===== config.mk =====
export PLATFORM = sky130hd
export DESIGN_NAME = otg_event_flags
export DESIGN_NICKNAME = d
export VERILOG_FILES = /design/src/pkg/otg_event_pkg.sv /design/src/rtl/otg_event_flags.sv /design/src/rtl/pin_sync.sv /design/src/rtl/period_counter.sv
export SDC_FILE = /design/constraint.sdc
export NUM_CORES = 1
export LEC_CHECK = 0
export ABC_CLOCK_PERIOD_IN_PS = 4500
export CORE_ASPECT_RATIO = 1.75
export CORE_MARGIN = 2
export CORE_UTILIZATION = 40
export DETAILED_ROUTE_END_ITERATION = 7
export DONT_BUFFER_PORTS = 1
export GPL_ROUTABILITY_DRIVEN = 0
export PLACE_DENSITY = 0.59
export SYNTH_ARGS = -nofsm -noshare
export SYNTH_HDL_FRONTEND = slang
export SYNTH_HIERARCHICAL = 1
export SYNTH_SLANG_ARGS = --single-unit
export TNS_END_PERCENT = 5

===== constraint.sdc =====
create_clock -name clk -period 4.5 [get_ports clk]
set_clock_uncertainty 0.15 [all_clocks]
set_input_delay 0.225 -clock clk [delete_from_list [all_inputs] [get_ports clk]]
set_output_delay 0.225 -clock clk [all_outputs]
set_load 0.05 [all_outputs]

===== src/pkg/otg_event_pkg.sv =====
// register map, field positions, reset values and timing for the otg event flags
// assumes a 100 MHz peripheral clock and a 32-bit apb register bus
package otg_event_pkg;

   // apb address space of the block
   localparam int unsigned ADDR_W = 8;
   localparam logic [7:0] FLAGS_OFFSET = 8'h00;
   localparam logic [7:0] ENABLES_OFFSET = 8'h10;

   // alias selected by address bits 3:2 above each register
   localparam logic [1:0] ALIAS_BASE = 2'h0;
   localparam logic [1:0] ALIAS_CLR = 2'h1;
   localparam logic [1:0] ALIAS_SET = 2'h2;
   localparam logic [1:0] ALIAS_INV = 2'h3;

   // bit positions shared by flags and enables
   localparam int unsigned CABLE_ID_BIT = 7;
   localparam int unsigned MS_TICK_BIT = 6;
   localparam int unsigned LINE_SETTLED_BIT = 5;
   localparam int unsigned BUS_ACTIVITY_BIT = 4;
   localparam int unsigned SESSION_VALID_BIT = 3;
   localparam int unsigned SESSION_END_BIT = 2;
   localparam int unsigned A_VBUS_BIT = 0;

   // implemented bits; bit 1 and 31:8 read zero
   localparam logic [7:0] IMPL_MASK = 8'hfd;
   localparam logic [7:0] FLAGS_RESET = 8'h00;
   localparam logic [7:0] ENABLES_RESET = 8'h00;
   localparam logic [1:0] LINE_RESET = 2'h0;

   // synchronised pin vector positions
   localparam int unsigned PIN_W = 7;
   localparam int unsigned PIN_ID = 0;
   localparam int unsigned PIN_SVALID = 1;
   localparam int unsigned PIN_SEND = 2;
   localparam int unsigned PIN_DP = 3;
   localparam int unsigned PIN_DM = 4;
   localparam int unsigned PIN_SE0 = 5;
   localparam int unsigned PIN_J = 6;

   // one millisecond in clock cycles
   localparam int unsigned CLK_MHZ = 100;
   localparam int unsigned MS_TIME_US = 1000;
   localparam int unsigned MS_CYCLES = MS_TIME_US * CLK_MHZ;

endpackage


===== src/rtl/otg_event_flags.sv =====
// otg event flags and enables with apb access and one level interrupt
// assumes pins are asynchronous, sleep_mode comes from the clk domain
//
// Behaviour
// - cable id pin change sets flag bit 7.
// - each expiry of the internal 1 ms timer sets flag bit 6.
// - line stable 1 ms and different from last settled state sets bit 5.
// - activity on any pin but se0 and j while in low power sets flag bit 4.
// - vbus dropping below session end level sets flag bit 3.
// - any transition on session end input sets flag bit 2.
// - any transition on session valid input sets flag bit 0.
// - flags set by hardware or the set and invert aliases, reset zero, write one clears, zero keeps.
// - bit 1 and bits 31:8 of both registers read zero, ignore writes.
// - enable bits 7 and 6 unmask id and millisecond events, reset zero.
// - enable bits 5 and 4 unmask line settled and bus activity.
// - enable bits 3, 2, 0 unmask vbus drop, session end change, session valid change.
// - clear, set, invert aliases at +0x4, +0x8, +0xc of each register.
// - line state is se0 with j state, settled only if both unchanged 1 ms.
`timescale 1ns/100ps
module otg_event_flags #(
   parameter int unsigned MS_CYCLES = otg_event_pkg::MS_CYCLES
) (
   // clock and reset
   input  wire logic        clk,
   input  wire logic        rst_n,
   // apb slave
   input  wire logic        psel,
   input  wire logic        penable,
   input  wire logic        pwrite,
   input  wire logic [7:0]  paddr,
   input  wire logic [31:0] pwdata,
   output logic      [31:0] prdata,
   output logic             pready,
   output logic             pslverr,
   // cable and transceiver levels, asynchronous
   input  wire logic        cable_id,
   input  wire logic        session_valid_in,
   input  wire logic        session_end_in,
   input  wire logic        dp_level,
   input  wire logic        dm_level,
   input  wire logic        se0_indication,
   input  wire logic        j_line_state_indication,
   // power state
   input  wire logic        sleep_mode,
   // interrupt
   output logic             otg_irq
);

   logic [otg_event_pkg::PIN_W-1:0] pins_raw;
   logic [otg_event_pkg::PIN_W-1:0] pins_s;
   logic [4:0]                      prev_r;
   logic [1:0]                      line_prev_r;
   logic [1:0]                      settled_r;
   logic [7:0]                      flags_r;
   logic [7:0]                      flags_nxt;
   logic [7:0]                      enables_r;
   logic [7:0]                      enables_nxt;
   logic [7:0]                      ev;
   logic [7:0]                      prdata_r;
   logic                            pslverr_r;
   logic                            ms_tick;
   logic                            settle_tick;

   assign pins_raw = {j_line_state_indication, se0_indication, dm_level, dp_level,
                      session_end_in, session_valid_in, cable_id};

   pin_sync #(
      .W (otg_event_pkg::PIN_W)
   ) u_sync (
      .clk   (clk),
      .rst_n (rst_n),
      .d     (pins_raw),
      .q     (pins_s)
   );

   // synchronised levels
   wire id_s  = pins_s[otg_event_pkg::PIN_ID];
   wire sv_s  = pins_s[otg_event_pkg::PIN_SVALID];
   wire se_s  = pins_s[otg_event_pkg::PIN_SEND];
   wire dp_s  = pins_s[otg_event_pkg::PIN_DP];
   wire dm_s  = pins_s[otg_event_pkg::PIN_DM];
   wire [1:0] line_s = {pins_s[otg_event_pkg::PIN_SE0], pins_s[otg_event_pkg::PIN_J]};

   // edge detection waits until the synchroniser and prev_r hold real levels,
   // else a pin resting high at reset release would look like an edge
   // limitation: a genuine pin edge inside those first cycles is not flagged
   logic [1:0] warm_r;
   wire        live = (warm_r == 2'h3);

   always_ff @(posedge clk) begin
      if (!rst_n) begin
         warm_r <= 2'h0;
      end else if (!live) begin
         warm_r <= warm_r + 2'h1;
      end
   end

   wire [4:0] cur = {dm_s, dp_s, se_s, sv_s, id_s};
   wire [4:0] chg = live ? (cur ^ prev_r) : 5'h00;
   wire line_chg = (line_s != line_prev_r);

   // millisecond timer runs free
   period_counter #(
      .COUNT (MS_CYCLES)
   ) u_ms (
      .clk     (clk),
      .rst_n   (rst_n),
      .restart (1'b0),
      .tick    (ms_tick)
   );

   // settle timer restarts on any change of se0 or j
   period_counter #(
      .COUNT (MS_CYCLES)
   ) u_settle (
      .clk     (clk),
      .rst_n   (rst_n),
      .restart (line_chg),
      .tick    (settle_tick)
   );

   wire settle_new = settle_tick && !line_chg && (line_s != settled_r);

   // hardware events, one cycle each
   always_comb begin
      ev = 8'h00;
      ev[otg_event_pkg::CABLE_ID_BIT]      = chg[0];
      ev[otg_event_pkg::MS_TICK_BIT]       = ms_tick;
      ev[otg_event_pkg::LINE_SETTLED_BIT]  = settle_new;
      ev[otg_event_pkg::BUS_ACTIVITY_BIT]  = sleep_mode && (|chg);
      ev[otg_event_pkg::SESSION_VALID_BIT] = chg[2] && se_s;
      ev[otg_event_pkg::SESSION_END_BIT]   = chg[2];
      ev[otg_event_pkg::A_VBUS_BIT]        = chg[1];
   end

   // apb decode; zero wait states, so pready is tied high
   wire       access    = psel && penable;
   wire       setup     = psel && !penable;
   wire       hit_flags = (paddr[7:4] == otg_event_pkg::FLAGS_OFFSET[7:4]);
   wire       hit_en    = (paddr[7:4] == otg_event_pkg::ENABLES_OFFSET[7:4]);
   wire       mapped    = (hit_flags || hit_en) && (paddr[1:0] == 2'h0);
   wire [1:0] alias_sel = paddr[3:2];
   wire [7:0] wd        = pwdata[7:0] & otg_event_pkg::IMPL_MASK;
   wire       wr_flags  = access && pwrite && mapped && hit_flags;
   wire       wr_en     = access && pwrite && mapped && hit_en;

   // base write: w1c for flags, plain store for enables
   function automatic logic [7:0] apply(input logic [7:0] old, input logic [7:0] d,
                                        input logic [1:0] sel, input logic w1c);
      logic [7:0] r;
      r = old;
      case (sel)
         otg_event_pkg::ALIAS_BASE: r = w1c ? (old & ~d) : d;
         otg_event_pkg::ALIAS_CLR:  r = old & ~d;
         otg_event_pkg::ALIAS_SET:  r = old | d;
         otg_event_pkg::ALIAS_INV:  r = old ^ d;
         default:                   r = old;
      endcase
      return r;
   endfunction

   // hardware set wins over a clear in the same cycle
   assign flags_nxt = ((wr_flags ? apply(flags_r, wd, alias_sel, 1'b1) : flags_r) | ev)
                      & otg_event_pkg::IMPL_MASK;
   assign enables_nxt = wr_en ? apply(enables_r, wd, alias_sel, 1'b0) : enables_r;

   always_ff @(posedge clk) begin
      if (!rst_n) begin
         flags_r   <= otg_event_pkg::FLAGS_RESET;
         enables_r <= otg_event_pkg::ENABLES_RESET;
      end else begin
         flags_r   <= flags_nxt;
         enables_r <= enables_nxt;
      end
   end

   always_ff @(posedge clk) begin
      if (!rst_n) begin
         prev_r      <= 5'h00;
         line_prev_r <= otg_event_pkg::LINE_RESET;
         settled_r   <= otg_event_pkg::LINE_RESET;
      end else begin
         prev_r      <= cur;
         line_prev_r <= line_s;
         if (settle_new) begin
            settled_r <= line_s;
         end
      end
   end

   // read data captured in setup so the access phase needs no wait
   always_ff @(posedge clk) begin
      if (!rst_n) begin
         prdata_r  <= 8'h00;
         pslverr_r <= 1'b0;
      end else if (setup) begin
         prdata_r  <= !mapped ? 8'h00 : (hit_flags ? flags_r : enables_r);
         pslverr_r <= !mapped;
      end
   end

   assign prdata  = {24'h000000, prdata_r};
   assign pready  = 1'b1;
   assign pslverr = pslverr_r && access;
   assign otg_irq = |(flags_r & enables_r);
endmodule


===== src/rtl/pin_sync.sv =====
// two-flop synchroniser for a vector of independent levels
// assumes each bit is a slow level, not a bus that must stay coherent
`timescale 1ns/100ps
module pin_sync #(
   parameter int unsigned W = 1
) (
   // clock and reset
   input  wire logic         clk,
   input  wire logic         rst_n,
   // levels
   input  wire logic [W-1:0] d,
   output logic      [W-1:0] q
);
   logic [W-1:0] meta_r;

   always_ff @(posedge clk) begin
      if (!rst_n) begin
         meta_r <= '0;
         q      <= '0;
      end else begin
         meta_r <= d;
         q      <= meta_r;
      end
   end
endmodule


===== src/rtl/period_counter.sv =====
// free-running period counter with restart, one-cycle registered tick each period
// assumes COUNT of at least 1; restart holds the count at zero
`timescale 1ns/100ps
module period_counter #(
   parameter int unsigned COUNT = 100000
) (
   // clock and reset
   input  wire logic clk,
   input  wire logic rst_n,
   // control and tick
   input  wire logic restart,
   output logic      tick
);
   localparam int unsigned W = $clog2(COUNT + 1);
   localparam logic [W-1:0] LAST = W'(COUNT - 1);

   logic [W-1:0] cnt_r;
   wire          at_last = (cnt_r == LAST);

   always_ff @(posedge clk) begin
      if (!rst_n) begin
         cnt_r <= '0;
         tick  <= 1'b0;
      end else begin
         cnt_r <= (restart || at_last) ? '0 : cnt_r + W'(1);
         tick  <= at_last && !restart;
      end
   end
endmodule


== Word-level counts from Yosys, hierarchy flattened ==
Cells that the tools add are included.
Word-level totals
  logic and storage cells: 70
  input bits: 53
  flip-flop bits (word level): 86
  output and inout port bits: 35
Cells by class
  add/sub/neg operators: 3
  equality and inequality tests: 9
  bitwise logic cells: 11
  reductions and logical operators: 26
  multiplexer cells: 6
Operators with widths (number)
  $add 17x1->17 const B: 2
  $eq 17x17->1 const B: 2
  $pmux 8 s4: 1
  $and 8x8->8: 3
  $mux 8: 3
  $or 8x8->8: 3
  $pmux 8 s3: 1
  $xor 8x8->8: 2
  $logic_and 1x1->1: 13
  $not 8->8: 1
  $reduce_or 8->1: 1
  $eq 2x2->1 const B: 3
  $reduce_or 2->1: 3
  $mux 5: 1
  $reduce_or 5->1: 1
  $xor 5x5->5: 1
  $eq 4x1->1 const B: 1
  $logic_not 2->1: 2
  $logic_not 4->1: 1
  $ne 2x2->1: 2
  $logic_not 1->1: 3
  $add 2x1->2 const B: 1
  $eq 2x1->1 const B: 1
  $logic_or 1x1->1: 2
  $not 1->1: 1

== Logic depth before layout (Yosys ltp) ==
  word-level depth: 7
  mapped depth: 6
  mapped depth without buffers: 6

== Hierarchy ==
Netlist, hierarchy kept.
By module, submodules not included
  otg_event_flags: area an instance 2409.8 µm², cells each 260, instances 1, sequential area each 660.6 µm²
  period_counter: area an instance 799.5 µm², cells each 88, instances 2, sequential area each 360.3 µm²
  pin_sync: area an instance 391.6 µm², cells each 29, instances 1, sequential area each 280.3 µm²

== Worst setup path after synthesis ==
OpenSTA, ideal clock, no wires.
  kind: input to register
  from: input paddr[4]
  to: register flags_r[0]
  data required time: 4.279 ns
  data arrival time: 1.565 ns
  stages: 5
  path slack: 2.714 ns
  library setup time: 0.071 ns
  path buffers: 1
  cell sequence: nor4_4 -> and3_1 -> buf_6 -> mux2_2 -> a21oi_1
Between the ends
  longest elaborated chain between the ends: 7
  elaborated cells on any way between the ends: 8
  classes of those cells: eq/ne: 1; mux: 1; bitwise: 1; reduce/logical: 5
RTL lines
  start, declared: RTL line otg_event_flags.sv:30  | input wire logic [7:0] paddr,
  $eq 4x1->1 or $logic_not 4->1 (tied branches): RTL line otg_event_flags.sv:140, otg_event_flags.sv:139
  $logic_or 1x1->1: RTL line otg_event_flags.sv:141  | wire mapped = (hit_flags || hit_en) && (paddr[1:0] == 2'h0);
  $logic_and 1x1->1: RTL line otg_event_flags.sv:141
  $logic_and 1x1->1: RTL line otg_event_flags.sv:144  | wire wr_flags = access && pwrite && mapped && hit_flags;
  $logic_and 1x1->1 (*): RTL line otg_event_flags.sv:144
  $mux 8 (*): RTL line otg_event_flags.sv:163  | assign flags_nxt = ((wr_flags ? apply(flags_r, wd, alias_sel, 1'b1) : flags_r) | ev)
  $or 8x8->8 (*): RTL line otg_event_flags.sv:163
  end signal, assigned: RTL line otg_event_flags.sv:169  | flags_r <= otg_event_pkg::FLAGS_RESET;
  end signal, assigned: RTL line otg_event_flags.sv:172  | flags_r <= flags_nxt;
  end, declared: RTL line otg_event_flags.sv:54  | logic [7:0] flags_r;
Mark *: on every way between the ends. The rest lies on a longest branch, timed or not.
A chain may end at the register's enable or synchronous reset.

== Worst setup path in the final report ==
  from: register flags_r[7]
  to: output otg_irq
Between the ends
  longest elaborated chain between the ends: 2
RTL lines
  $and 8x8->8: RTL line otg_event_flags.sv:205  | assign otg_irq = |(flags_r & enables_r);
  $reduce_or 8->1: RTL line otg_event_flags.sv:205
  end, declared: RTL line otg_event_flags.sv:46  | output logic otg_irq
No other way between the ends.

==> results.py <==
metrics = {
    "outcome": {
        "status": "finished clean",
    },
    "run": {
        "cap_violations": 0,
    },
    "route": {
        "vias": 3046,
        "drc": 0,
        "drt_iter0_markers": 98,
        "routed_wl_mm": 8.59,
        "firstDrtPassIters": 4,
        "wl_per_cell_um": 14.2,
        "drt-vias-per-instance": 5.03,
        "ant_nets": 0,
    },
    "critical_path": {
        "path_max_fanout": 4,
        "required_ns": 4.12,
        "crit_path_start_kind": "register",
        "slowest_stage": "nand3_1",
        "crit_family": "simple AND/OR/NAND/NOR gates",
        "critPathArrivalTime_ns": 1.52,
        "worstSetupPathType": "register to primary output",
        "critical_path.cell_chain": "a222oi_1 > nand3_1",
        "crit_buf_inv": 0,
        "cp-end-kind": "primary output",
        "slowest_delay_ns": 0.47,
    },
    "sta": {
        "drv_slew": 0,
        "min_period_ns": 1.89,
        "worst_pin_slew_ns": 0.849,
        "final-setup-viol-count": 0,
        "slew_headroom_pct": 43.2,
        "timing.setup.tns_ns": 0,
        "rsz0062_at_grt": "false",
        "hold_viol": 0,
        "fin_ws_ns": 2.61,
        "timing.fmax_mhz": 529,
        "min_period_over_period_pct": 42.0,
    },
    "placement": {
        "post-dp-hpwl_mm": 6.21,
        "numPortBuffers": 0,
        "post-place-ws_ns": 2.30,
    },
    "logic_synthesis": {
        "synth.avg_cell_area_um2": 9.46,
        "ys_ff_latch": 83,
        "seq_area_frac_synth_pct": 37.8,
        "synth_xor_area_share_pct": 7.56,
        "ys.flop_type": "dfxtp_1",
        "muxShareOfSynthArea_pct": 7.79,
        "synth_compound_area_share_pct": 6.43,
        "synth_top_family_by_area": "simple AND/OR/NAND/NOR gates",
        "synth_edf_count": 0,
        "synth_common_cells": "dfxtp_1 (83), nor2_1 (53), inv_1 (33), ha_1 (31), buf_4 (26)",
        "ys_types": 49,
        "async_reset_ff_share_pct": 0,
        "synth_most_common_cell": "dfxtp_1",
        "synth_fa_ha_area_share_pct": 8.81,
        "syn_area_um2": 4400,
        "synth_top_area_share_pct": 37.8,
        "synthSimpleGateAreaFrac_pct": 22.4,
        "netlist_instances": 465,
        "yosysTopAreaCell": "dfxtp_1",
        "ys_top_cells_by_area": "dfxtp_1 (38%), ha_1 (8.8%), xnor2_1 (4.8%)",
        "yosysWarnings": 6,
    },
    "cts": {
        "cts_num_sinks": 83,
        "post-cts-setup-buffers": 0,
        "ctsResizeCount": 0,
        "cts_hold_buf": 9,
        "cts_buffers": 9,
        "path_clk_slew_ns": 0.06,
        "cts_tree": "yes",
        "htreeDepth": 3,
        "clkLatencyLatePin_ns": 0.34,
        "cts_root_buf": "clkbuf_16",
        "clock_path_buffers": 2,
    },
    "final_layout": {
        "antenna_cells": 0,
        "fin_nets": 554,
        "n_fill_cell": 1022,
        "drive_above_1_share_pct": 10.3,
        "syn_to_final_growth_pct": 9.64,
    },
    "global_routing": {
        "grt_usage_pct": 15.0,
        "grt_overflow": 0,
        "grt_pass1_vias": 3039,
        "grt_max_degree": 28,
        "grt_antenna_before_repair": 0,
        "grt_pass1_wl_mm": 14.1,
    },
    "floorplan": {
        "fp.dieArea_um2": 11900,
        "die_h_um": 143,
        "initial_utilization_pct": 41.1,
        "fp-row-count": 50,
        "ios": 88,
        "fp.dieW_um": 83.3,
        "coreArea_um2": 10700,
    },
    "power_and_ir_drop": {
        "power_density_nw_per_um2": 361,
        "p_total_w": 0.00174,
        "p_leak_nw": 1.87,
        "ir_drop_uv": 225,
    },
    "min_path": {
        "min-delay-path-class": "input pin to register",
    },
}
-- area by class of cell --
cell class	count	area, um2	area share (%)
flip-flops and latches	83	1660	34.4
clock buffers	13	280	5.81
repair buffers	9	90.1	1.87
inverters	33	124	2.57
clock inverters	3	67.6	1.40
multi-input cells	334	2440	50.5
well taps	130	163	3.37
-- flip-flops by register name (all words and copies together) (netlist names), 2 cells and up --
register	flops
enables_r	7
flags_r	7
line_prev_r	2
prdata_r	7
prev_r	5
settled_r	2
u_ms/cnt_r	17
u_settle/cnt_r	17
u_sync/meta_r	7
u_sync/q	7
warm_r	2
-- kinds of logic after synthesis --
kind of cell    after synthesis
compound gates               37
xor+xnor                     38
fa+ha+maj                    31
buf+inv                      74
flops                        83
mux                          25
other cells                   2
simple gates                175
-- cells in the final DEF (no fill, tap or decap), types with 3 or more instances in the layout --
master         Yosys  final
dfxtp_1           83     83
nor4_1             8      8
clkbuf_8           0      4
nand4_1           13     13
conb_1             2     28
nor4b_1            4      4
ha_1              31     31
nand2_1           13     13
clkbuf_16          0      9
and2_2            10     10
nor3_1             7      7
a2bb2oi_1          7      7
a211oi_1           5      5
xor2_1            14     14
and2_1            11     11
mux2_2             4      4
nor2b_1            9      9
mux2i_1           14     14
a31oi_1            6      6
nand2b_1          13     13
inv_1             33     33
and3_1             3      3
nor2_1            53     53
nand3_1           14     14
mux4_2             7      7
a21oi_1            4      4
xnor2_1           24     24
dlygate4sd3_1      0      9
-- worst reg2reg max path: stages, from the launching register on --
cell and delay [ns]:
dfxtp_1 0.40, ha_1 0.26, and4_4 0.28, nand2_2 0.07, or4_4 0.48, a21oi_2 0.14
-- power by group --
group	internal, W	total (W)	switching (W)
Combinational	0.0000470	0.000142	0.0000947
Clock	0.000547	0.000838	0.000292
Sequential	0.000751	0.000762	0.0000108
Total	0.00135	0.00174	0.000397
-- worst paths after layout --
check	cells after the start	start	slack, ns	endpoint
setup / recovery	2	flags_r[7]	2.61	otg_irq
hold / removal	2	paddr[3]	0.02	flags_r[6]
setup reg to reg	5	u_ms/cnt_r[0]	2.66	u_ms/cnt_r[16]
hold reg to reg	1	u_sync/meta_r[0]	0.28	u_sync/q[0]
-- layer usage --
layer	track usage, %	vias up	share of wire, %
li1	-	1537	-
met1	14.9	1444	39
met2	27.9	48	54
met3	3.12	17	2.9
met4	9.58	0	3.9
met5	0	-	0
-- metrics by stage --
step	utilization (%)	area [um2]	std cells	hold slack [ns]
finish	45.1	4820	605	0.0151
global route	45.1	4820	605	0.00288
CTS	45.1	4820	605	0.00283
detailed placement	41.0	4390	580	0.203
global placement	41.0	4390	580	0.198
floorplan	-	4500	491	0.202
No activity file was read; power rests on OpenSTA's default activity.
